File: src/include/cmrd_defs.svh
// Opcode patterns, field positions and reset values for the move/return decoder
`ifndef CMRD_DEFS_SVH
`define CMRD_DEFS_SVH
`define CMRD_STORE_MASK 14'h3F80
`define CMRD_STORE_PAT 14'h0080
`define CMRD_IDLE_MASK 14'h3F9F
`define CMRD_IDLE_PAT 14'h0000
`define CMRD_IRET_WORD 14'h0009
`define CMRD_OPTLD_WORD 14'h0062
`define CMRD_RETLIT_MASK 14'h3C00
`define CMRD_RETLIT_PAT 14'h3400
`define CMRD_ADDR_MSB 6
`define CMRD_LIT_MSB 7
`define CMRD_GIE_BIT 7
`define CMRD_PC_RESET 13'h0000
`define CMRD_BYTE_RESET 8'h00
`define CMRD_OPT_RESET 8'hFF
`define CMRD_ADDR_RESET 7'h00
`define CMRD_PC_STEP 13'h0001
`define CMRD_RETLIT_OPC 4'hD
`endif

File: src/include/cmrd_pkg.sv
// Types for the move/return decoder
`default_nettype none
package cmrd_pkg;
    typedef enum logic [2:0] {
        CMRD_OP_NONE,
        CMRD_OP_STORE,
        CMRD_OP_IDLE,
        CMRD_OP_IRET,
        CMRD_OP_OPTLD,
        CMRD_OP_RETLIT
    } cmrd_op_type;
    typedef enum logic {
        CMRD_EXEC,
        CMRD_FLUSH
    } cmrd_state_type;
endpackage
`default_nettype wire

File: src/rtl/cmrd_core.sv
// Decode and execute of store, idle, interrupt return, option load, literal return
// Behaviour
// - Store accumulator to addressed file register
// - Interrupt return pops stack into PC, two cycles
// - Interrupt return sets global interrupt enable
// - Option load copies accumulator; also file-mapped
// - Literal return loads immediate, ignores don't-care bits
// - Literal return pops stack into PC
// - Literal return two cycles, flush, no flags
`timescale 1ns/10ps
`default_nettype none
`include "cmrd_defs.svh"
module cmrd_core
    import cmrd_pkg::*;
(
    input wire logic mclk,
    input wire logic rst,
    input wire logic [13:0] instr,
    input wire logic [7:0] accum_in,
    input wire logic [12:0] stack_top,
    input wire logic [7:0] interrupt_control_reg_in,
    input wire logic opt_file_we,
    input wire logic [7:0] opt_file_wdata,
    output logic [12:0] pc,
    output logic stack_pop,
    output logic file_we,
    output logic [6:0] file_addr,
    output logic [7:0] file_wdata,
    output logic accum_we,
    output logic [7:0] accum_wdata,
    output logic interrupt_control_reg_we,
    output logic [7:0] interrupt_control_reg_wdata,
    output logic [7:0] option_reg,
    output logic flush,
    output logic flags_we
);
    function automatic logic match(input logic [13:0] w, input logic [13:0] m,
                                   input logic [13:0] p);
        match = (w & m) == p;
    endfunction

    logic [12:0] pc_q, pc_d;
    logic pop_q, fwe_q, awe_q, iwe_q, flush_q, flags_q;
    logic [6:0] faddr_q;
    logic [7:0] fdata_q, adata_q, idata_q, opt_q;
    cmrd_state_type state_q, state_d;
    cmrd_op_type op;

    wire logic executing = (state_q == CMRD_EXEC);
    wire logic is_store = match(instr, `CMRD_STORE_MASK, `CMRD_STORE_PAT);
    wire logic is_idle = match(instr, `CMRD_IDLE_MASK, `CMRD_IDLE_PAT);
    wire logic is_iret = (instr == `CMRD_IRET_WORD);
    wire logic is_optld = (instr == `CMRD_OPTLD_WORD);
    wire logic is_retlit = match(instr, `CMRD_RETLIT_MASK, `CMRD_RETLIT_PAT);
    wire logic is_return = executing && (is_iret || is_retlit);
    wire logic do_store = (op == CMRD_OP_STORE);
    wire logic do_iret = (op == CMRD_OP_IRET);
    wire logic do_optld = (op == CMRD_OP_OPTLD);
    wire logic do_retlit = (op == CMRD_OP_RETLIT);
    wire logic opt_load = do_optld || opt_file_we;
    wire logic [7:0] opt_d = do_optld ? accum_in : opt_file_wdata;
    wire logic [7:0] gie_mask = 8'h01 << `CMRD_GIE_BIT;

    always_comb begin
        if (!executing) op = CMRD_OP_NONE;
        else if (is_store) op = CMRD_OP_STORE;
        else if (is_iret) op = CMRD_OP_IRET;
        else if (is_optld) op = CMRD_OP_OPTLD;
        else if (is_retlit) op = CMRD_OP_RETLIT;
        else if (is_idle) op = CMRD_OP_IDLE;
        else op = CMRD_OP_NONE;
    end

    // Returns take the stack top; flushed slot and others just advance
    assign pc_d = is_return ? stack_top : 13'(pc_q + `CMRD_PC_STEP);
    assign state_d = is_return ? CMRD_FLUSH : CMRD_EXEC;

    // Program counter and flush slot
    always_ff @(posedge mclk or posedge rst) begin
        if (rst) begin
            pc_q <= `CMRD_PC_RESET;
            state_q <= CMRD_EXEC;
        end else begin
            pc_q <= pc_d;
            state_q <= state_d;
        end
    end

    // Stack pop and flush pulses
    always_ff @(posedge mclk or posedge rst) begin
        if (rst) begin
            pop_q <= 1'b0;
            flush_q <= 1'b0;
        end else begin
            pop_q <= is_return;
            flush_q <= is_return;
        end
    end

    // File register write
    always_ff @(posedge mclk or posedge rst) begin
        if (rst) begin
            fwe_q <= 1'b0;
            faddr_q <= `CMRD_ADDR_RESET;
            fdata_q <= `CMRD_BYTE_RESET;
        end else begin
            fwe_q <= do_store;
            faddr_q <= instr[`CMRD_ADDR_MSB:0];
            fdata_q <= accum_in;
        end
    end

    // Accumulator write with literal
    always_ff @(posedge mclk or posedge rst) begin
        if (rst) begin
            awe_q <= 1'b0;
            adata_q <= `CMRD_BYTE_RESET;
        end else begin
            awe_q <= do_retlit;
            adata_q <= instr[`CMRD_LIT_MSB:0];
        end
    end

    // Interrupt-control write with enable forced on
    always_ff @(posedge mclk or posedge rst) begin
        if (rst) begin
            iwe_q <= 1'b0;
            idata_q <= `CMRD_BYTE_RESET;
        end else begin
            iwe_q <= do_iret;
            idata_q <= interrupt_control_reg_in | gie_mask;
        end
    end

    // Option register, instruction load beats file write
    always_ff @(posedge mclk or posedge rst) begin
        if (rst) begin
            opt_q <= `CMRD_OPT_RESET;
        end else if (opt_load) begin
            opt_q <= opt_d;
        end
    end

    // No instruction here writes status flags
    always_ff @(posedge mclk or posedge rst) begin
        if (rst) begin
            flags_q <= 1'b0;
        end else begin
            flags_q <= 1'b0;
        end
    end

    assign pc = pc_q;
    assign stack_pop = pop_q;
    assign file_we = fwe_q;
    assign file_addr = faddr_q;
    assign file_wdata = fdata_q;
    assign accum_we = awe_q;
    assign accum_wdata = adata_q;
    assign interrupt_control_reg_we = iwe_q;
    assign interrupt_control_reg_wdata = idata_q;
    assign option_reg = opt_q;
    assign flush = flush_q;
    assign flags_we = flags_q;

    a_store_write: assert property (@(posedge mclk) disable iff (rst)
        executing && is_store |=> file_we && file_wdata == $past(accum_in))
        else $error("store did not write file register");
    a_store_addr: assert property (@(posedge mclk) disable iff (rst)
        executing && is_store |=> file_addr == $past(instr[`CMRD_ADDR_MSB:0]))
        else $error("store address wrong");
    a_iret_pc: assert property (@(posedge mclk) disable iff (rst)
        executing && is_iret |=> stack_pop && pc == $past(stack_top) ##1 !stack_pop)
        else $error("interrupt return pc or pop wrong");
    a_iret_gie: assert property (@(posedge mclk) disable iff (rst)
        executing && is_iret |=> interrupt_control_reg_we && interrupt_control_reg_wdata[`CMRD_GIE_BIT])
        else $error("global interrupt enable not set");
    a_iret_keep: assert property (@(posedge mclk) disable iff (rst)
        executing && is_iret |=> interrupt_control_reg_wdata[6:0] == $past(interrupt_control_reg_in[6:0]))
        else $error("interrupt control low bits changed");
    a_optld_copy: assert property (@(posedge mclk) disable iff (rst)
        executing && is_optld |=> option_reg == $past(accum_in))
        else $error("option load missed");
    a_option_file: assert property (@(posedge mclk) disable iff (rst)
        !(executing && is_optld) && opt_file_we |=> option_reg == $past(opt_file_wdata))
        else $error("option file write missed");
    a_option_hold: assert property (@(posedge mclk) disable iff (rst)
        !(executing && is_optld) && !opt_file_we |=> $stable(option_reg))
        else $error("option register changed");
    a_retlit_acc: assert property (@(posedge mclk) disable iff (rst)
        executing && is_retlit |=> accum_we && accum_wdata == $past(instr[`CMRD_LIT_MSB:0]))
        else $error("literal not loaded");
    a_retlit_any: assert property (@(posedge mclk) disable iff (rst)
        executing && instr[13:10] == `CMRD_RETLIT_OPC |=> accum_we && stack_pop && flush)
        else $error("literal return variant not decoded");
    a_retlit_pc: assert property (@(posedge mclk) disable iff (rst)
        executing && is_retlit |=> pc == $past(stack_top))
        else $error("literal return pc wrong");
    a_flush_slot: assert property (@(posedge mclk) disable iff (rst)
        is_return |=> flush && !executing ##1 executing && !flush)
        else $error("return flush slot wrong");
    a_flush_quiet: assert property (@(posedge mclk) disable iff (rst)
        !executing |=> !file_we && !accum_we && !interrupt_control_reg_we && !stack_pop)
        else $error("flushed instruction executed");
    a_idle_quiet: assert property (@(posedge mclk) disable iff (rst)
        op == CMRD_OP_IDLE |=> !file_we && !accum_we && !interrupt_control_reg_we && !stack_pop
            && pc == $past(pc) + 13'h0001)
        else $error("idle changed state");
    a_no_flags: assert property (@(posedge mclk) disable iff (rst) !flags_we)
        else $error("flags written");

    c_store: cover property (@(posedge mclk) disable iff (rst) op == CMRD_OP_STORE);
    c_iret: cover property (@(posedge mclk) disable iff (rst) op == CMRD_OP_IRET);
    c_retlit: cover property (@(posedge mclk) disable iff (rst) op == CMRD_OP_RETLIT);
    c_optld: cover property (@(posedge mclk) disable iff (rst) op == CMRD_OP_OPTLD);
    c_idle: cover property (@(posedge mclk) disable iff (rst) op == CMRD_OP_IDLE);
endmodule
`default_nettype wire

File: config.mk
export PLATFORM = sky130hd
export DESIGN_NAME = cmrd_core
export DESIGN_NICKNAME = d
export VERILOG_FILES = /design/src/include/cmrd_pkg.sv /design/src/rtl/cmrd_core.sv
export VERILOG_INCLUDE_DIRS = /design/src /design/src/include
export SDC_FILE = /design/constraint.sdc
export NUM_CORES = 1
export LEC_CHECK = 0
export BUFFER_PORTS_ARGS = -buffer_cell sky130_fd_sc_hd__buf_2
export CORE_AREA = 5 5 95 97
export DETAILED_ROUTE_END_ITERATION = 7
export DIE_AREA = 0 0 100 102
export PLACE_DENSITY = 0.6
export REMOVE_ABC_BUFFERS = 1
export SETUP_SLACK_MARGIN = 0.02
export SLEW_MARGIN = 20
export SYNTH_ARGS = -nofsm -noshare
export SYNTH_HDL_FRONTEND = slang
export SYNTH_SLANG_ARGS = --single-unit
File: constraint.sdc
create_clock -name mclk -period 4.25 [get_ports mclk]
set_input_delay 0.85 -clock mclk [delete_from_list [all_inputs] [get_ports mclk]]
set_output_delay 0.85 -clock mclk [all_outputs]
set_load 0.02 [all_outputs]
==> results.ini, run 1 <==
[detailed_routing]
vias_per_cell=4.011
ant_nets=0
drc=0
firstDrtPassIters=2
drtIter0Drc=22
wire_per_inst_um=13.80
drt-total-wl_mm=4.817
route.vias.total=1400

[synth]
syn_avg_cell_area_um2=14.14
synth-seq-cells=49
synth_top_area_frac=0.5256
yosysMostFrequentCell=dfrtp_1
yosys.cell_types.count=26
syn_inst=138
synthArstFlopShare=1.000
synth.largest_area_cell=dfrtp_1
synth_flop_cell=dfrtp_1
synth-edff-count=0
ys_top_cells_by_count=dfrtp_1, mux2_2, buf_4
yosysWarnings=0
yosys-top-cells-area=dfrtp_1, mux2_2, dfstp_2
ys_seq_area_frac=0.6333
synth_area_um2=1952

[pwr]
p_int_uw=820.7
clkPwrFrac=0.221
power.density_nw_per_um2=471.0
p_sw_frac=0.3412
p_seq_frac=0.494
p_comb_frac=0.284
peakVddDrop_v=0.0001365
switching_power_uw=425.1
leakagePower_uw=0.001304
p_total_uw=1246

[global_routing]
grt_start_max_net_pins=50
grt_pass1_wl_mm=7.210
grt_pass1_vias=1455
grt_overflow=0
track_usage=0.09167
antenna_found_initial=0

[layout]
fillers=844
largest_register_ff_count=13
syn2layout_area_growth_pct=35.51
drive_gt1_frac=0.6393
num_antenna_cells=0
multiInputGateArea_um2=624.3
final_nets=298
utilization=0.3285
seq_area_um2=1236

[timing]
fin_crit_sh=0.5595
skew_ns=0.008316
setup_violations=0
fin_crit_ns=2.378
max_freq_ghz=0.4206
maxSlewHeadroom=0.4372
drv_slew=0
rsz0062_at_grt=false
worst_pin_slew_ns=0.8442
setup_tns_ns=0
hold_viol_final=0

[floorplanning]
core-area_um2=8051
std_cell_rows=33
die_h_um=102
io_pins=112
initial_core_util=0.2424
die-area_um2=10200
die_width_um=100

[worst_setup_path]
cp-start-kind=input port
critPathCaptureType=flop
cp.arrival_ns=2.61
worstSetupPathType=input port to flop
critPathRequiredTime_ns=4.48
crit_fanout=8

[clocking]
clk_pin_slew_ns=0.10
clkSinkCount=49
ctsHoldBuffers=0
cts_buffers=5
clockBufferDepth=2
postCtsSetupBuffers=0
cts_tree=built
postCtsResizedCells=0
cts.htree.levels=2
clock_latency_ns=0.30
cts_root_buf=clkbuf_8

[outcome]
outcome=finished clean

[worst_hold_path]
hp-class=flop to flop

[run]
drv_cap=0

[place]
port-buffer-count=109
dp_hpwl_mm=3.889
place_congestion=0.7272

## metal layers
layer / track usage / up-vias / routed length, µm
li1: - / 664 / -
met1: 0.1046 / 681 / 1781
met2: 0.1668 / 53 / 2624
met3: 0.02184 / 2 / 362
met4: 0.03420 / 0 / 49
met5: 0 / - / 0
## worst max-delay path, stage by stage
cell and delay (ns):
buf_2 0.10, nor4_1 0.27, nand2_1 0.14, or3_4 0.40, nor3_4 0.45, mux2_2 0.40
## power groups by stage
stage | sequential (µW) | clock [µW] | combinational [µW]
after global placement | 623 | 0 | 353
after CTS | 617 | 293 | 363
after global routing | 629 | 313 | 384
after floorplan | 713 | 0 | 134
after detailed placement | 626 | 0 | 362
final | 616 | 276 | 354
## through the flow
stage / cells / hold WS (ns) / cell area [µm²] / worst slack (ns)
4_1_cts: 349 / 0.5401 / 2644 / 1.848
6_report: 349 / 0.5279 / 2645 / 1.872
2_1_floorplan: 127 / 0.6315 / 1876 / 1.898
3_3_place_gp: 341 / 0.5097 / 2552 / 1.557
3_5_place_dp: 341 / 0.5256 / 2552 / 1.524
5_1_grt: 349 / 0.5899 / 2645 / 1.793
## worst paths after layout
path | start | endpoint | slack, ns | cells after the start
worst min register to register | flush$_DFF_PP0_ | accum_we$_DFF_PP0_ | 0.53 | 1
min in group asynchronous | rst | interrupt_control_reg_wdata[0]$_DFF_PP0_ | 0.68 | 2
max in group asynchronous | rst | pc[11]$_DFF_PP0_ | 3.05 | 2
worst max-delay path | instr[10] | option_reg[7]$_DFFE_PP1P_ | 1.87 | 6
worst max register to register | flush$_DFF_PP0_ | option_reg[7]$_DFFE_PP1P_ | 2.49 | 3
worst min-delay path | flush$_DFF_PP0_ | accum_we$_DFF_PP0_ | 0.53 | 1
## cell families (layout without fill, tap and decap cells)
| family | Yosys count | in the layout | synth area share |
|---|---|---|---|
| buf+inv | 15 | 121 | 0.04679 |
| mux | 29 | 29 | 0.1667 |
| flops | 49 | 49 | 0.6333 |
| simple gates | 30 | 30 | 0.08975 |
| xor+xnor | 11 | 11 | 0.04936 |
| fa+ha+maj | 1 | 1 | 0.006409 |
| compound gates | 1 | 1 | 0.003848 |
| other cells | 2 | 2 | 0.003848 |
## cell type report
cell class	instances	share of cell area
Clock buffer	5	0.02602
Sequential cell	49	0.4674
Timing Repair Buffer	109	0.2062
Multi-Input combinational cell	74	0.2360
Clock inverter	3	0.008515
Tap cell	105	0.04967
Inverter	4	0.006149
## cells in the final DEF (no fill, tap or decap)
cell | synthesis | final
nor3_4 | 1 | 1
clkbuf_8 | 0 | 5
xor2_1 | 6 | 6
nor2_1 | 8 | 8
dfstp_2 | 8 | 8
clkinv_4 | 0 | 2
nand4_1 | 4 | 4
clkinv_2 | 0 | 2
conb_1 | 2 | 2
nand4b_1 | 2 | 2
buf_2 | 1 | 109
mux2_2 | 28 | 28
nor3b_1 | 1 | 1
nor4_1 | 1 | 1
mux2i_1 | 1 | 1
nor4b_1 | 1 | 1
dfrtp_1 | 41 | 41
nand2_1 | 4 | 4
nand3_1 | 4 | 4
inv_1 | 4 | 3
nor3_1 | 1 | 1
or3_1 | 1 | 1
ha_1 | 1 | 1
nand2b_1 | 1 | 1
o31ai_1 | 1 | 1
or3_4 | 1 | 1
xnor2_1 | 5 | 5
Note: power is estimated with default switching activity, not from simulation.
==> inputs of run 2 (changes only) <==
- clock period: 4.25 -> 2.3 ns (I/O delays scaled with it)
==> results.ini, run 2 (synthesis results as in run 1) <==
[layout]
final_area_um2=2710  ; +2.5%
layout_common_cells=buf_2, dfrtp_1, mux2_2, nor2_1, dfstp_2
largest_register_ff_count=13  ; unchanged
syn2layout_area_growth_pct=38.85
drive_gt1_frac=0.6452  ; +0.005817
final_common_cell=buf_2
fillers=821  ; -2.7%
final_nets=302  ; +1.3%
num_antenna_cells=0  ; unchanged

[floorplanning]
initial_core_util=0.2424  ; unchanged
io_pins=112  ; unchanged
die_h_um=102  ; unchanged
die_width_um=100  ; unchanged
core-area_um2=8051  ; unchanged
die-area_um2=10200  ; unchanged
std_cell_rows=33  ; unchanged

[worst_setup_path]
max_stage_delay_ns=0.40  ; -0.05 ns
critPathCaptureType=flop
cp-start-kind=input port
critPathBufInv=2  ; +1
crit_family=simple AND/OR/NAND/NOR gates
worst_path_max_delay_cell=or3_4
critPathRequiredTime_ns=2.53  ; -1.95 ns
cp.arrival_ns=2.02  ; -0.59 ns
crit_chain=buf_2, nor4_1, nand2_1, or3_4, nor3_4, buf_12, mux2_2
worstSetupPathType=input port to flop
crit_fanout=8  ; unchanged

[clocking]
clockBufferDepth=2  ; unchanged
cts_buffers=5  ; unchanged
clkSinkCount=49  ; unchanged
cts.htree.levels=2  ; unchanged
cts_tree=built
cts_root_buf=clkbuf_8
postCtsResizedCells=0  ; unchanged
clk_pin_slew_ns=0.09  ; about the same
clock_latency_ns=0.30  ; about the same
postCtsSetupBuffers=0  ; unchanged
ctsHoldBuffers=0  ; unchanged

[detailed_routing]
wire_per_inst_um=13.67  ; -0.93%
route.vias.total=1440  ; +2.9%
firstDrtPassIters=4  ; +2
drt-total-wl_mm=4.827  ; +0.21%
ant_nets=0  ; unchanged
drtIter0Drc=32  ; +45%
drc=0  ; unchanged
vias_per_cell=4.079  ; +1.7%

[timing]
drv_slew=0  ; unchanged
rsz0062_at_grt=false
holdWs_ns=0.09498  ; -0.4330 ns
fin_crit_sh=0.7769
hold_viol_final=0  ; unchanged
setup_tns_ns=0  ; unchanged
max_freq_ghz=0.5596
setup_violations=0  ; unchanged
fin_crit_ns=1.787
skew_ns=0.006481  ; -0.001835 ns

[run]
drv_cap=0  ; unchanged

[place]
port-buffer-count=109  ; unchanged
dp_hpwl_mm=3.948  ; +1.5%
dpl_cell_area_um2=2595  ; +1.7%
place_congestion=0.7315  ; +0.59%

[pwr]
switching_power_uw=789.8  ; +86%
p_sw_frac=0.3265  ; -0.01475
p_int_uw=1629  ; +99%
p_seq_frac=0.471  ; -0.023
power.density_nw_per_um2=892.6  ; +90%
peakVddDrop_v=0.0002283  ; +67%
clkPwrFrac=0.257  ; +0.036
leakagePower_uw=0.001333  ; +2.2%
p_comb_frac=0.272  ; -0.012

[global_routing]
track_usage=0.09459  ; +0.002918
grt_start_max_net_pins=20  ; -60%
grt_overflow=0  ; unchanged
antenna_found_initial=0  ; unchanged
grt_pass1_wl_mm=7.555  ; +4.8%
grt_pass1_vias=1505  ; +3.4%

[outcome]
outcome=finished clean

[worst_hold_path]
hp-class=input port to async pin

## run 2: cell types whose count changed in the layout (fill, tap and decap cells not counted)
cell        delta
clkinv_2       -2
buf_12         +1
clkinv_4       -1
bufinv_16      +1
buf_4          +3
clkinvlp_4     +1
inv_2          +1
## run 2: metrics by stage
step / utilization / setup WS [ns] / total power [µW] / std cells
after global routing: 0.3366 / 0.4217 / 2563 / 353
after global placement: 0.3223 / 0.1676 / 1809 / 345
final: 0.3366 / 0.5131 / 2419 / 353
after floorplan: - / 0.3380 / 1565 / 127
after detailed placement: 0.3223 / 0.1664 / 1829 / 345
after CTS: 0.3366 / 0.4994 / 2473 / 353
## run 2: layer usage
layer / part of all wire / wire length (µm) / vias to the layer above / GRT usage
met3: 0.067 / 322 / 4 / 0.01980
met5: 0 / 0 / - / 0
met2: 0.55 / 2651 / 58 / 0.1688
met1: 0.37 / 1791 / 702 / 0.1106
met4: 0.013 / 61 / 0 / 0.03938
li1: - / - / 676 / -
## run 2: path summary, 6_finish.rpt
kind | startpoint | endpoint | slack, ns | cells after the start
max | instr[10] | option_reg[4]$_DFFE_PP1P_ | 0.51 | 7
min in group mclk | interrupt_control_reg_in[2] | interrupt_control_reg_wdata[2]$_DFF_PP0_ | 0.26 | 1
max reg2reg | pc[0]$_DFF_PP0_ | pc[10]$_DFF_PP0_ | 0.66 | 6
min reg2reg | flush$_DFF_PP0_ | accum_we$_DFF_PP0_ | 0.53 | 1
max in group asynchronous | rst | option_reg[6]$_DFFE_PP1P_ | 1.58 | 3
min | rst | interrupt_control_reg_wdata[4]$_DFF_PP0_ | 0.09 | 2
## run 2: final cells by class
cell class | instances | area, µm² | share of cell area
inverters | 4 | 15.01 | 0.005540
repair buffers | 113 | 588.1 | 0.2170
clock inverters | 3 | 46.29 | 0.01708
multi-input cells | 74 | 624.3 | 0.2304
flip-flops and latches | 49 | 1236 | 0.4561
well taps | 105 | 131.4 | 0.04848
clock buffers | 5 | 68.82 | 0.02539
## run 2: power by group through the flow
stage	combinational [µW]	sequential (µW)	clock (µW)
2_1_floorplan	247	1320	0
3_3_place_gp	656	1150	0
3_5_place_dp	671	1160	0
4_1_cts	673	1140	658
5_1_grt	716	1170	682
6_report	659	1140	621
